<file path="src/bmsp_pkg.sv">
/*
  Shared constants and types for the battery monitor serial host port.
  Assumes a 250 MHz system clock driving the host controller.
*/
package bmsp_pkg;

  // ----------------------------------------------------------------
  // timing
  // ----------------------------------------------------------------
  localparam int unsigned CLK_NS        = 4;       // system clock period
  localparam int unsigned SCLK_HALF_NS  = 250;     // half bit at 2 Mbps
  localparam int unsigned HALF_CYC      = (SCLK_HALF_NS + CLK_NS - 1) / CLK_NS;
  localparam int unsigned CS_TIMEOUT_NS = 100000;  // chip select high timeout
  localparam int unsigned TIMEOUT_CYC   = CS_TIMEOUT_NS / CLK_NS;

  // ----------------------------------------------------------------
  // framing
  // ----------------------------------------------------------------
  localparam int unsigned BYTE_BITS  = 8;
  localparam logic [1:0]  WR_LAST    = 2'h2;   // three bytes, index of last
  localparam logic [1:0]  RD_LAST    = 2'h3;   // two command + two response
  localparam logic [1:0]  CHAIN_LAST = 2'h0;   // one byte per handshake
  localparam int unsigned RSP_BITS   = 14;
  localparam logic        FLAG_WRITE = 1'b1;
  localparam logic        FLAG_READ  = 1'b0;
  localparam logic [2:0]  MEAS_PAGE  = 3'h3;
  localparam logic [5:0]  MEAS_LOC   = 6'h08;
  localparam logic [5:0]  FILL_BITS  = 6'h00;

  typedef enum logic [2:0] {
    ST_BOOT,
    ST_IDLE,
    ST_SETUP,
    ST_HIGH,
    ST_LOW,
    ST_GAP
  } bmsp_state_t;

endpackage

</file>
<file path="src/bmsp_sync2.sv">
/*
  Two-flop synchroniser for pin inputs.
  Assumes inputs are asynchronous to clock; first stage is read only by the second.
*/
`timescale 1ns/100ps
module bmsp_sync2 #(
  parameter int unsigned WIDTH = 2
) (
  input  wire logic             clock,
  input  wire logic             rst_n,
  input  wire logic [WIDTH-1:0] d,
  input  wire logic [WIDTH-1:0] init,
  output logic      [WIDTH-1:0] q
);

  typedef struct packed {
    logic [WIDTH-1:0] s1;
    logic [WIDTH-1:0] s2;
  } bmsp_sync_t;

  bmsp_sync_t sync_reg;
  bmsp_sync_t sync_next;
  logic       boot_reg;

  // ----------------------------------------------------------------
  // two stages
  // ----------------------------------------------------------------
  // second stage output takes the idle level for the first cycle after release
  always_comb
  begin
    sync_next.s1 = d;
    sync_next.s2 = boot_reg ? init : sync_reg.s1;
  end

  // reset loads constants only; init is caught after release
  always_ff @(posedge clock or negedge rst_n)
  begin
    if (!rst_n)
    begin
      sync_reg <= '0;
      boot_reg <= 1'b1;
    end
    else
    begin
      sync_reg <= sync_next;
      boot_reg <= 1'b0;
    end
  end

  assign q = sync_reg.s2;

endmodule // bmsp_sync2

</file>
<file path="src/bmsp_host.sv">
/*
  Host-side serial controller for a multi-cell battery monitor port.
  Generates the serial clock by division, frames each byte with chip
  select, builds stand-alone commands and services the chained-mode
  response-ready handshake. Assumes chain_mode and the command port
  are on clock; miso and ready_n come from pins.
*/
// Function
// - whole bytes, most significant bit first
// - chained clock at least twice link rate
// - select returns high between every byte
// - length set by first bit, well formed
// - third write byte returned is discarded
// - on ready: select low, eight bits, release
// - no command while ready low; cmd_ready lags ready one cycle, so one can be taken as it falls
// - never select ahead of ready
// - read two bytes, write three, reply two
// - write: flag, page, location, 14 data
// - read: fields, fill, keep low bits
`timescale 1ns/100ps
module bmsp_host
  import bmsp_pkg::*;
#(
  parameter int unsigned HALF     = HALF_CYC,
  parameter int unsigned BOOT_CYC = TIMEOUT_CYC + 1
) (
  input  wire logic          clock,
  input  wire logic          rst_n,
  input  wire logic          chain_mode,
  input  wire logic          cmd_valid,
  output logic               cmd_ready,
  input  wire logic          cmd_write,
  input  wire logic [2:0]    cmd_page,
  input  wire logic [5:0]    cmd_loc,
  input  wire logic [13:0]   cmd_data,
  output logic               rsp_valid,
  output logic [RSP_BITS-1:0] rsp_data,
  output logic               rsp_chain,
  output logic               sclk,
  output logic               cs_n,
  output logic               mosi,
  input  wire logic          miso,
  input  wire logic          ready_n
);

  // ----------------------------------------------------------------
  // state
  // ----------------------------------------------------------------
  typedef struct packed {
    bmsp_state_t           st;
    logic [15:0]           cnt;
    logic [2:0]            bitn;
    logic [1:0]            byten;
    logic [1:0]            last;
    logic [31:0]           txf;
    logic [15:0]           rxf;
    logic                  is_read;
    logic                  is_write;
    logic                  chain_rd;
    logic                  sclk;
    logic                  cs_n;
    logic                  mosi;
    logic                  cmd_ready;
    logic                  rsp_valid;
    logic [RSP_BITS-1:0]   rsp_data;
    logic                  rsp_chain;
  } bmsp_host_t;

  localparam logic [15:0] HALF_END = 16'(HALF - 1);
  localparam logic [15:0] BOOT_END = 16'(BOOT_CYC - 1);

  bmsp_host_t r_reg;
  bmsp_host_t r_next;
  logic [1:0] pins_s;
  logic       miso_s;
  logic       rdy_s;
  logic       take_cmd;

  // pins cross into clock through two flops; ready idles high
  bmsp_sync2 #(
    .WIDTH (2)
  ) u_sync (
    .clock (clock),
    .rst_n (rst_n),
    .d     ({miso, ready_n}),
    .init  (2'b01),
    .q     (pins_s)
  );
  assign miso_s = pins_s[1];
  assign rdy_s  = pins_s[0];

  // measure command carries the element in the last six bits
  function automatic logic is_measure(input logic [2:0] pg, input logic [5:0] lc);
    is_measure = (pg == MEAS_PAGE) && (lc == MEAS_LOC);
  endfunction

  assign take_cmd = cmd_valid && r_reg.cmd_ready;

  // ----------------------------------------------------------------
  // next state
  // ----------------------------------------------------------------
  // one byte: select low, half, eight high/low bit cells, select high, half
  always_comb
  begin
    r_next           = r_reg;
    r_next.rsp_valid = 1'b0;
    unique case (r_reg.st)
      ST_BOOT:
      begin
        // hold select high past the timeout so the port starts clean
        if (r_reg.cnt == BOOT_END)
        begin
          r_next.st  = ST_IDLE;
          r_next.cnt = '0;
        end
        else
          r_next.cnt = r_reg.cnt + 16'h0001;
      end
      ST_IDLE:
      begin
        r_next.cnt       = '0;
        r_next.bitn      = '0;
        r_next.byten     = '0;
        // commands are held off from the cycle after ready is seen low; a command taken as ready falls wins over the reply
        r_next.cmd_ready = !(chain_mode && !rdy_s);
        if (take_cmd)
        begin
          r_next.cmd_ready = 1'b0;
          r_next.st        = ST_SETUP;
          r_next.cs_n      = 1'b0;
          r_next.chain_rd  = 1'b0;
          if (chain_mode)
          begin
            r_next.txf      = {cmd_data[7:0], 24'h000000};
            r_next.last     = CHAIN_LAST;
            r_next.is_read  = 1'b0;
            r_next.is_write = 1'b0;
          end
          else if (cmd_write)
          begin
            // flag, page, location, 14 data bits, three bytes
            r_next.txf      = {FLAG_WRITE, cmd_page, cmd_loc, cmd_data, 8'h00};
            r_next.last     = WR_LAST;
            r_next.is_read  = 1'b0;
            r_next.is_write = 1'b1;
          end
          else
          begin
            // two command bytes, then two bytes to clock the reply out
            r_next.txf      = {FLAG_READ, cmd_page, cmd_loc,
                               is_measure(cmd_page, cmd_loc) ? cmd_data[5:0] : FILL_BITS,
                               16'h0000};
            r_next.last     = RD_LAST;
            r_next.is_read  = 1'b1;
            r_next.is_write = 1'b0;
          end
          r_next.mosi = r_next.txf[31];
        end
        else if (chain_mode && !rdy_s)
        begin
          // select only after ready is seen low
          r_next.cmd_ready = 1'b0;
          r_next.st        = ST_SETUP;
          r_next.cs_n      = 1'b0;
          r_next.chain_rd  = 1'b1;
          r_next.is_read   = 1'b0;
          r_next.is_write  = 1'b0;
          r_next.txf       = '0;
          r_next.last      = CHAIN_LAST;
          r_next.mosi      = 1'b0;
        end
      end
      ST_SETUP:
      begin
        if (r_reg.cnt == HALF_END)
        begin
          r_next.cnt  = '0;
          r_next.sclk = 1'b1;
          r_next.st   = ST_HIGH;
        end
        else
          r_next.cnt = r_reg.cnt + 16'h0001;
      end
      ST_HIGH:
      begin
        // sample late in the high phase; data changed on the fall
        if (r_reg.cnt == HALF_END)
        begin
          r_next.cnt  = '0;
          r_next.rxf  = {r_reg.rxf[14:0], miso_s};
          r_next.sclk = 1'b0;
          r_next.txf  = {r_reg.txf[30:0], 1'b0};
          r_next.mosi = r_reg.txf[30];
          r_next.bitn = r_reg.bitn + 3'h1;
          r_next.st   = ST_LOW;
        end
        else
          r_next.cnt = r_reg.cnt + 16'h0001;
      end
      ST_LOW:
      begin
        if (r_reg.cnt == HALF_END)
        begin
          r_next.cnt = '0;
          if (r_reg.bitn == 3'h0)
          begin
            r_next.cs_n = 1'b1;
            r_next.st   = ST_GAP;
          end
          else
          begin
            r_next.sclk = 1'b1;
            r_next.st   = ST_HIGH;
          end
        end
        else
          r_next.cnt = r_reg.cnt + 16'h0001;
      end
      ST_GAP:
      begin
        // gap is far below the timeout, so bytes of one command stay joined
        if (r_reg.cnt == HALF_END)
        begin
          r_next.cnt = '0;
          if (r_reg.byten == r_reg.last)
          begin
            r_next.st = ST_IDLE;
            // write replies are dropped; only reads report
            if (r_reg.is_read || r_reg.chain_rd)
            begin
              r_next.rsp_valid = 1'b1;
              r_next.rsp_chain = r_reg.chain_rd;
              r_next.rsp_data  = r_reg.chain_rd ? {6'h00, r_reg.rxf[7:0]}
                                                : r_reg.rxf[RSP_BITS-1:0];
            end
          end
          else
          begin
            r_next.byten = r_reg.byten + 2'h1;
            r_next.cs_n  = 1'b0;
            r_next.st    = ST_SETUP;
          end
        end
        else
          r_next.cnt = r_reg.cnt + 16'h0001;
      end
    endcase
  end

  // ----------------------------------------------------------------
  // registers
  // ----------------------------------------------------------------
  // select idles high and clock idles low from reset on
  always_ff @(posedge clock or negedge rst_n)
  begin
    if (!rst_n)
    begin
      r_reg      <= '0;
      r_reg.st   <= ST_BOOT;
      r_reg.cs_n <= 1'b1;
    end
    else
      r_reg <= r_next;
  end

  assign cmd_ready = r_reg.cmd_ready;
  assign rsp_valid = r_reg.rsp_valid;
  assign rsp_data  = r_reg.rsp_data;
  assign rsp_chain = r_reg.rsp_chain;
  assign sclk      = r_reg.sclk;
  assign cs_n      = r_reg.cs_n;
  assign mosi      = r_reg.mosi;

  // ----------------------------------------------------------------
  // checks
  // ----------------------------------------------------------------
  // rising edges seen inside one select-low window
  logic [3:0]  rise_cnt;
  logic        sclk_d;
  logic [15:0] hi_cnt;
  always_ff @(posedge clock or negedge rst_n)
  begin
    if (!rst_n)
    begin
      rise_cnt <= '0;
      sclk_d   <= 1'b0;
      hi_cnt   <= '0;
    end
    else
    begin
      sclk_d <= r_reg.sclk;
      if (!r_reg.cs_n)
        hi_cnt <= '0;
      else if (hi_cnt != 16'hFFFF)
        hi_cnt <= hi_cnt + 16'h0001;
      if (r_reg.cs_n)
        rise_cnt <= '0;
      else if (r_reg.sclk && !sclk_d)
        rise_cnt <= rise_cnt + 4'h1;
    end
  end

  a_eight_bits: assert property (@(posedge clock) disable iff (!rst_n)
    $rose(r_reg.cs_n) |-> rise_cnt == 4'h8)
    else $error("select released without exactly eight clocks");

  a_select_gap: assert property (@(posedge clock) disable iff (!rst_n)
    $fell(r_reg.cs_n) |-> hi_cnt > HALF_END)
    else $error("select high gap too short");

  a_clock_rate: assert property (@(posedge clock) disable iff (!rst_n)
    $fell(r_reg.sclk) |-> $past(r_reg.cnt) == HALF_END)
    else $error("serial clock high phase not a full half period");

  a_clock_idle: assert property (@(posedge clock) disable iff (!rst_n)
    r_reg.cs_n |-> !r_reg.sclk)
    else $error("serial clock active while deselected");

  a_ready_first: assert property (@(posedge clock) disable iff (!rst_n)
    $rose(r_reg.chain_rd) |-> !$past(rdy_s) && $fell(r_reg.cs_n))
    else $error("chained read selected without ready");

  a_cmd_held: assert property (@(posedge clock) disable iff (!rst_n)
    take_cmd && chain_mode |-> $past(rdy_s))
    else $error("command accepted while reply pending");

  a_write_frame: assert property (@(posedge clock) disable iff (!rst_n)
    take_cmd && !chain_mode && cmd_write |=> r_reg.last == WR_LAST && r_reg.mosi)
    else $error("write frame malformed");

  a_read_frame: assert property (@(posedge clock) disable iff (!rst_n)
    take_cmd && !chain_mode && !cmd_write |=> r_reg.last == RD_LAST && !r_reg.mosi)
    else $error("read frame malformed");

  a_write_silent: assert property (@(posedge clock) disable iff (!rst_n)
    r_reg.rsp_valid |-> !r_reg.is_write)
    else $error("reply reported for a write");

  a_boot_quiet: assert property (@(posedge clock) disable iff (!rst_n)
    r_reg.st == ST_BOOT |-> r_reg.cs_n && !r_reg.cmd_ready)
    else $error("port active before timeout wait");

  c_write_done: cover property (@(posedge clock) disable iff (!rst_n)
    r_reg.is_write && r_reg.st == ST_GAP ##1 r_reg.st == ST_IDLE);
  c_read_done: cover property (@(posedge clock) disable iff (!rst_n)
    r_reg.rsp_valid && !r_reg.rsp_chain);
  c_chain_read: cover property (@(posedge clock) disable iff (!rst_n)
    r_reg.rsp_valid && r_reg.rsp_chain);

endmodule // bmsp_host

</file>
<file path="config.mk">
export PLATFORM = sky130hd
export DESIGN_NAME = bmsp_host
export DESIGN_NICKNAME = d
export VERILOG_FILES = /design/src/bmsp_pkg.sv /design/src/bmsp_sync2.sv /design/src/bmsp_host.sv
export SDC_FILE = /design/constraint.sdc
export NUM_CORES = 1
export LEC_CHECK = 0
export ABC_CLOCK_PERIOD_IN_PS = 3000
export BUFFER_PORTS_ARGS = -buffer_cell sky130_fd_sc_hd__buf_2
export CAP_MARGIN = 20
export CORE_MARGIN = 2
export CORE_UTILIZATION = 55
export DETAILED_ROUTE_END_ITERATION = 8
export GPL_TIMING_DRIVEN = 0
export PLACE_DENSITY = 0.75
export SLEW_MARGIN = 20
export SYNTH_ARGS = -nofsm -noshare
export SYNTH_HDL_FRONTEND = slang
export SYNTH_SLANG_ARGS = --single-unit
</file>
<file path="constraint.sdc">
create_clock -name clock -period 3 [get_ports clock]
set_input_delay 0.15 -clock clock [delete_from_list [all_inputs] [get_ports clock]]
set_output_delay 0.15 -clock clock [all_outputs]
set_load 0.01 [all_outputs]
</file>
==> qor.yml <==
grtUsageTotal_pct: 22.2
startpoint_type: "register"
portBuffers: 49
dr_wl_met3_um: 441
rr_startpoint: "r_reg[78]"
layout_common_cells: "dfrtp_1 (94), nand2_1 (81), nor2_1 (61)"
clkSlewWorstSetupHoldPaths_ns: 0.10
layout_commonest_cell: "dfrtp_1"
grt.overflow.total: 0
nets: 585
min_from: "cmd_loc[1]"
first_global_vias: 3608
antenna_found_initial: 0
fp.coreArea_sq_mm: 0.00826
worstSetupPathType: "register to register"
rsz0062_at_grt: "false"
syn_area_per_cell_sq_um: 9.73
highest_layer: "met4"
dieHeight_um: 96.7
synthDistinctLibCells: 54
fill_cells: 666
netlist_instances: 486
finalHoldViolations: 0
outcome: "finished clean"
htree_levels: 3
antenna_cells: 0
clockBufferDepth: 2
drt-met1-wl_um: 4690
area_delta_synth_final_pct: 13.3
post_cts_buffers: 0
routed_wl_um: 9930
synth_nets: 521
timing.final.crit_share_pct: 76.2
finClkSkew_ns: 0.0101
multi_input_comb_area_sq_mm: 0.00205
hold_ws_ns: 0.0411
cts_tree: "built"
synth.yosys.seq_area_share_pct: 50.9
fp.dieArea_sq_mm: 0.00935
place_inst: 641
ant_nets: 0
ir_drop_mv: 0.237
cts_made_buffers: 9
slew_viol_final: 0
instances_no_fill: 660
cts.sink_count: 96
seq_area_sq_mm: 0.00240
root_buffer: "clkbuf_8"
power_w: 0.00223
power.leakage_nw: 2.54
hp-class: "primary input to register"
worstSkewPairLatency_ns: 0.36
dp_worst_setup_slack_ns: 0.744
synth_area_sq_mm: 0.00473
worstMarginPinSlew_ns: 0.666
pwr_density_cell_mw_per_mm2: 417
ys.warnings.count: 0
grt_pass1_wl_um: 17100
dp_hpwl_um: 7160
die_w_um: 96.7
cp_max_fo: 10
ctsHoldBuffers: 3
synth_ff_type: "dfrtp_1"
cts_resized: 0
synth-seq-cells: 96
viasPerCell: 5.67
grt_max_degree: 75
setup_tns_ns: 0
async_flop_share_pct: 100
routedWlPerCell_um: 15.1
cp.arrival_ns: 2.55
maxSlewHeadroom_pct: 55.4
largest_register_ffs: 71
required_ns: 3.26
globalplace.congestion: 0.911
drtPass1Iterations: 6
synth_edf_count: 0
critPathCaptureType: "register"
drive_gt1_share_pct: 22.3
drc: 0
fmax_ghz: 0.438
setup_slack_ns: 0.715
row_count: 33
hold_depth: 3
met2WireLength_um: 4580
worstSetupStartpoint: "r_reg[78]"
drt_iter0_drc: 300
num_vias: 3743
min_period_ns: 2.28
start_util_pct: 57.3
drv_cap: 0
r2r_cells: 8
pin_count: 50
finalSetupViolCount: 0
-- power breakdown --
group          switching, W  total (W)  internal [W]
registers         0.0000107    0.00132       0.00131
clock network      0.000489   0.000809      0.000320
logic             0.0000575   0.000102     0.0000443
-- logic make-up (layout without fill, tap and decap cells) --
kind of cell / count (synthesis) / after routing / share of synthesized area [%]
adders and majority gates: 5 / 5 / 1.32
AOI/OAI and AO/OA: 107 / 107 / 14.6
and+or+nand+nor: 191 / 191 / 19.5
muxes: 20 / 20 / 4.66
other: 1 / 1 / 0.0793
xor gates and xnor gates: 17 / 17 / 3.15
DFF: 96 / 96 / 50.9
buffers and inverters: 49 / 118 / 5.85
-- final cells by class --
cell class | instances | share of cell area (%)
sequential | 96 | 44.9
multi-input combinational | 341 | 38.2
timing repair buffer | 53 | 5.77
buffer | 40 | 4.53
tap | 105 | 2.45
clock buffer | 9 | 2.31
clock inverter | 7 | 1.19
inverter | 9 | 0.631
-- Yosys cell counts, types with 2 or more instances --
library cell | count | area share, %
a21oi_1 | 33 | 3.5
clkbuf_1 | 11 | 0.87
nor4_4 | 2 | 0.90
a222oi_1 | 6 | 1.3
ha_1 | 5 | 1.3
nand4_1 | 4 | 0.53
buf_4 | 14 | 2.2
and3_1 | 2 | 0.26
dfrtp_1 | 94 | 50
nand3_1 | 9 | 0.95
nand2_1 | 81 | 6.4
dfstp_2 | 2 | 1.1
nor3b_2 | 2 | 0.53
xor2_1 | 11 | 2.0
nor3_1 | 7 | 0.74
a2bb2oi_1 | 6 | 1.1
a22o_1 | 7 | 1.3
xnor2_1 | 6 | 1.1
inv_1 | 8 | 0.64
buf_2 | 8 | 0.85
nor2b_1 | 5 | 0.66
a221o_1 | 2 | 0.42
nor2_1 | 61 | 4.8
buf_1 | 3 | 0.24
mux2_2 | 16 | 3.8
nand4_2 | 2 | 0.53
o31ai_1 | 2 | 0.32
a31oi_1 | 10 | 1.3
buf_6 | 4 | 0.95
and4_1 | 6 | 1.1
mux2i_1 | 4 | 0.85
o21ai_0 | 31 | 3.3
-- worst paths after layout --
path | end | slack, ns
max in group asynchronous | u_sync.boot_reg | 2.15
max | r_reg[43] | 0.72
max reg2reg | r_reg[43] | 0.72
min in group asynchronous | rsp_data[11] | 0.19
min reg2reg | u_sync.q[0] | 0.45
min | r_reg[62] | 0.04
-- critical path: stages, from the launching register on --
cell,delay (ns)
dfrtp_1,0.43
inv_1,0.09
ha_1,0.14
and4_1,0.21
nand4_2,0.18
buf_2,0.23
nor3_2,0.41
o21ai_1,0.25
a22o_1,0.24
-- per-layer routing --
metal	global-route usage, %	up-vias
met5	0	-
met4	9.32	0
met3	3.97	21
met2	34.5	122
met1	31.1	1786
li1	-	1814
-- through the flow --
stage	utilization, %	cell area (sq um)
floorplan	-	4730
global placement	61.8	5100
detailed placement	62.2	5140
CTS	64.9	5360
global route	64.9	5360
finish	64.9	5360
(Power assumes the default switching activity.)
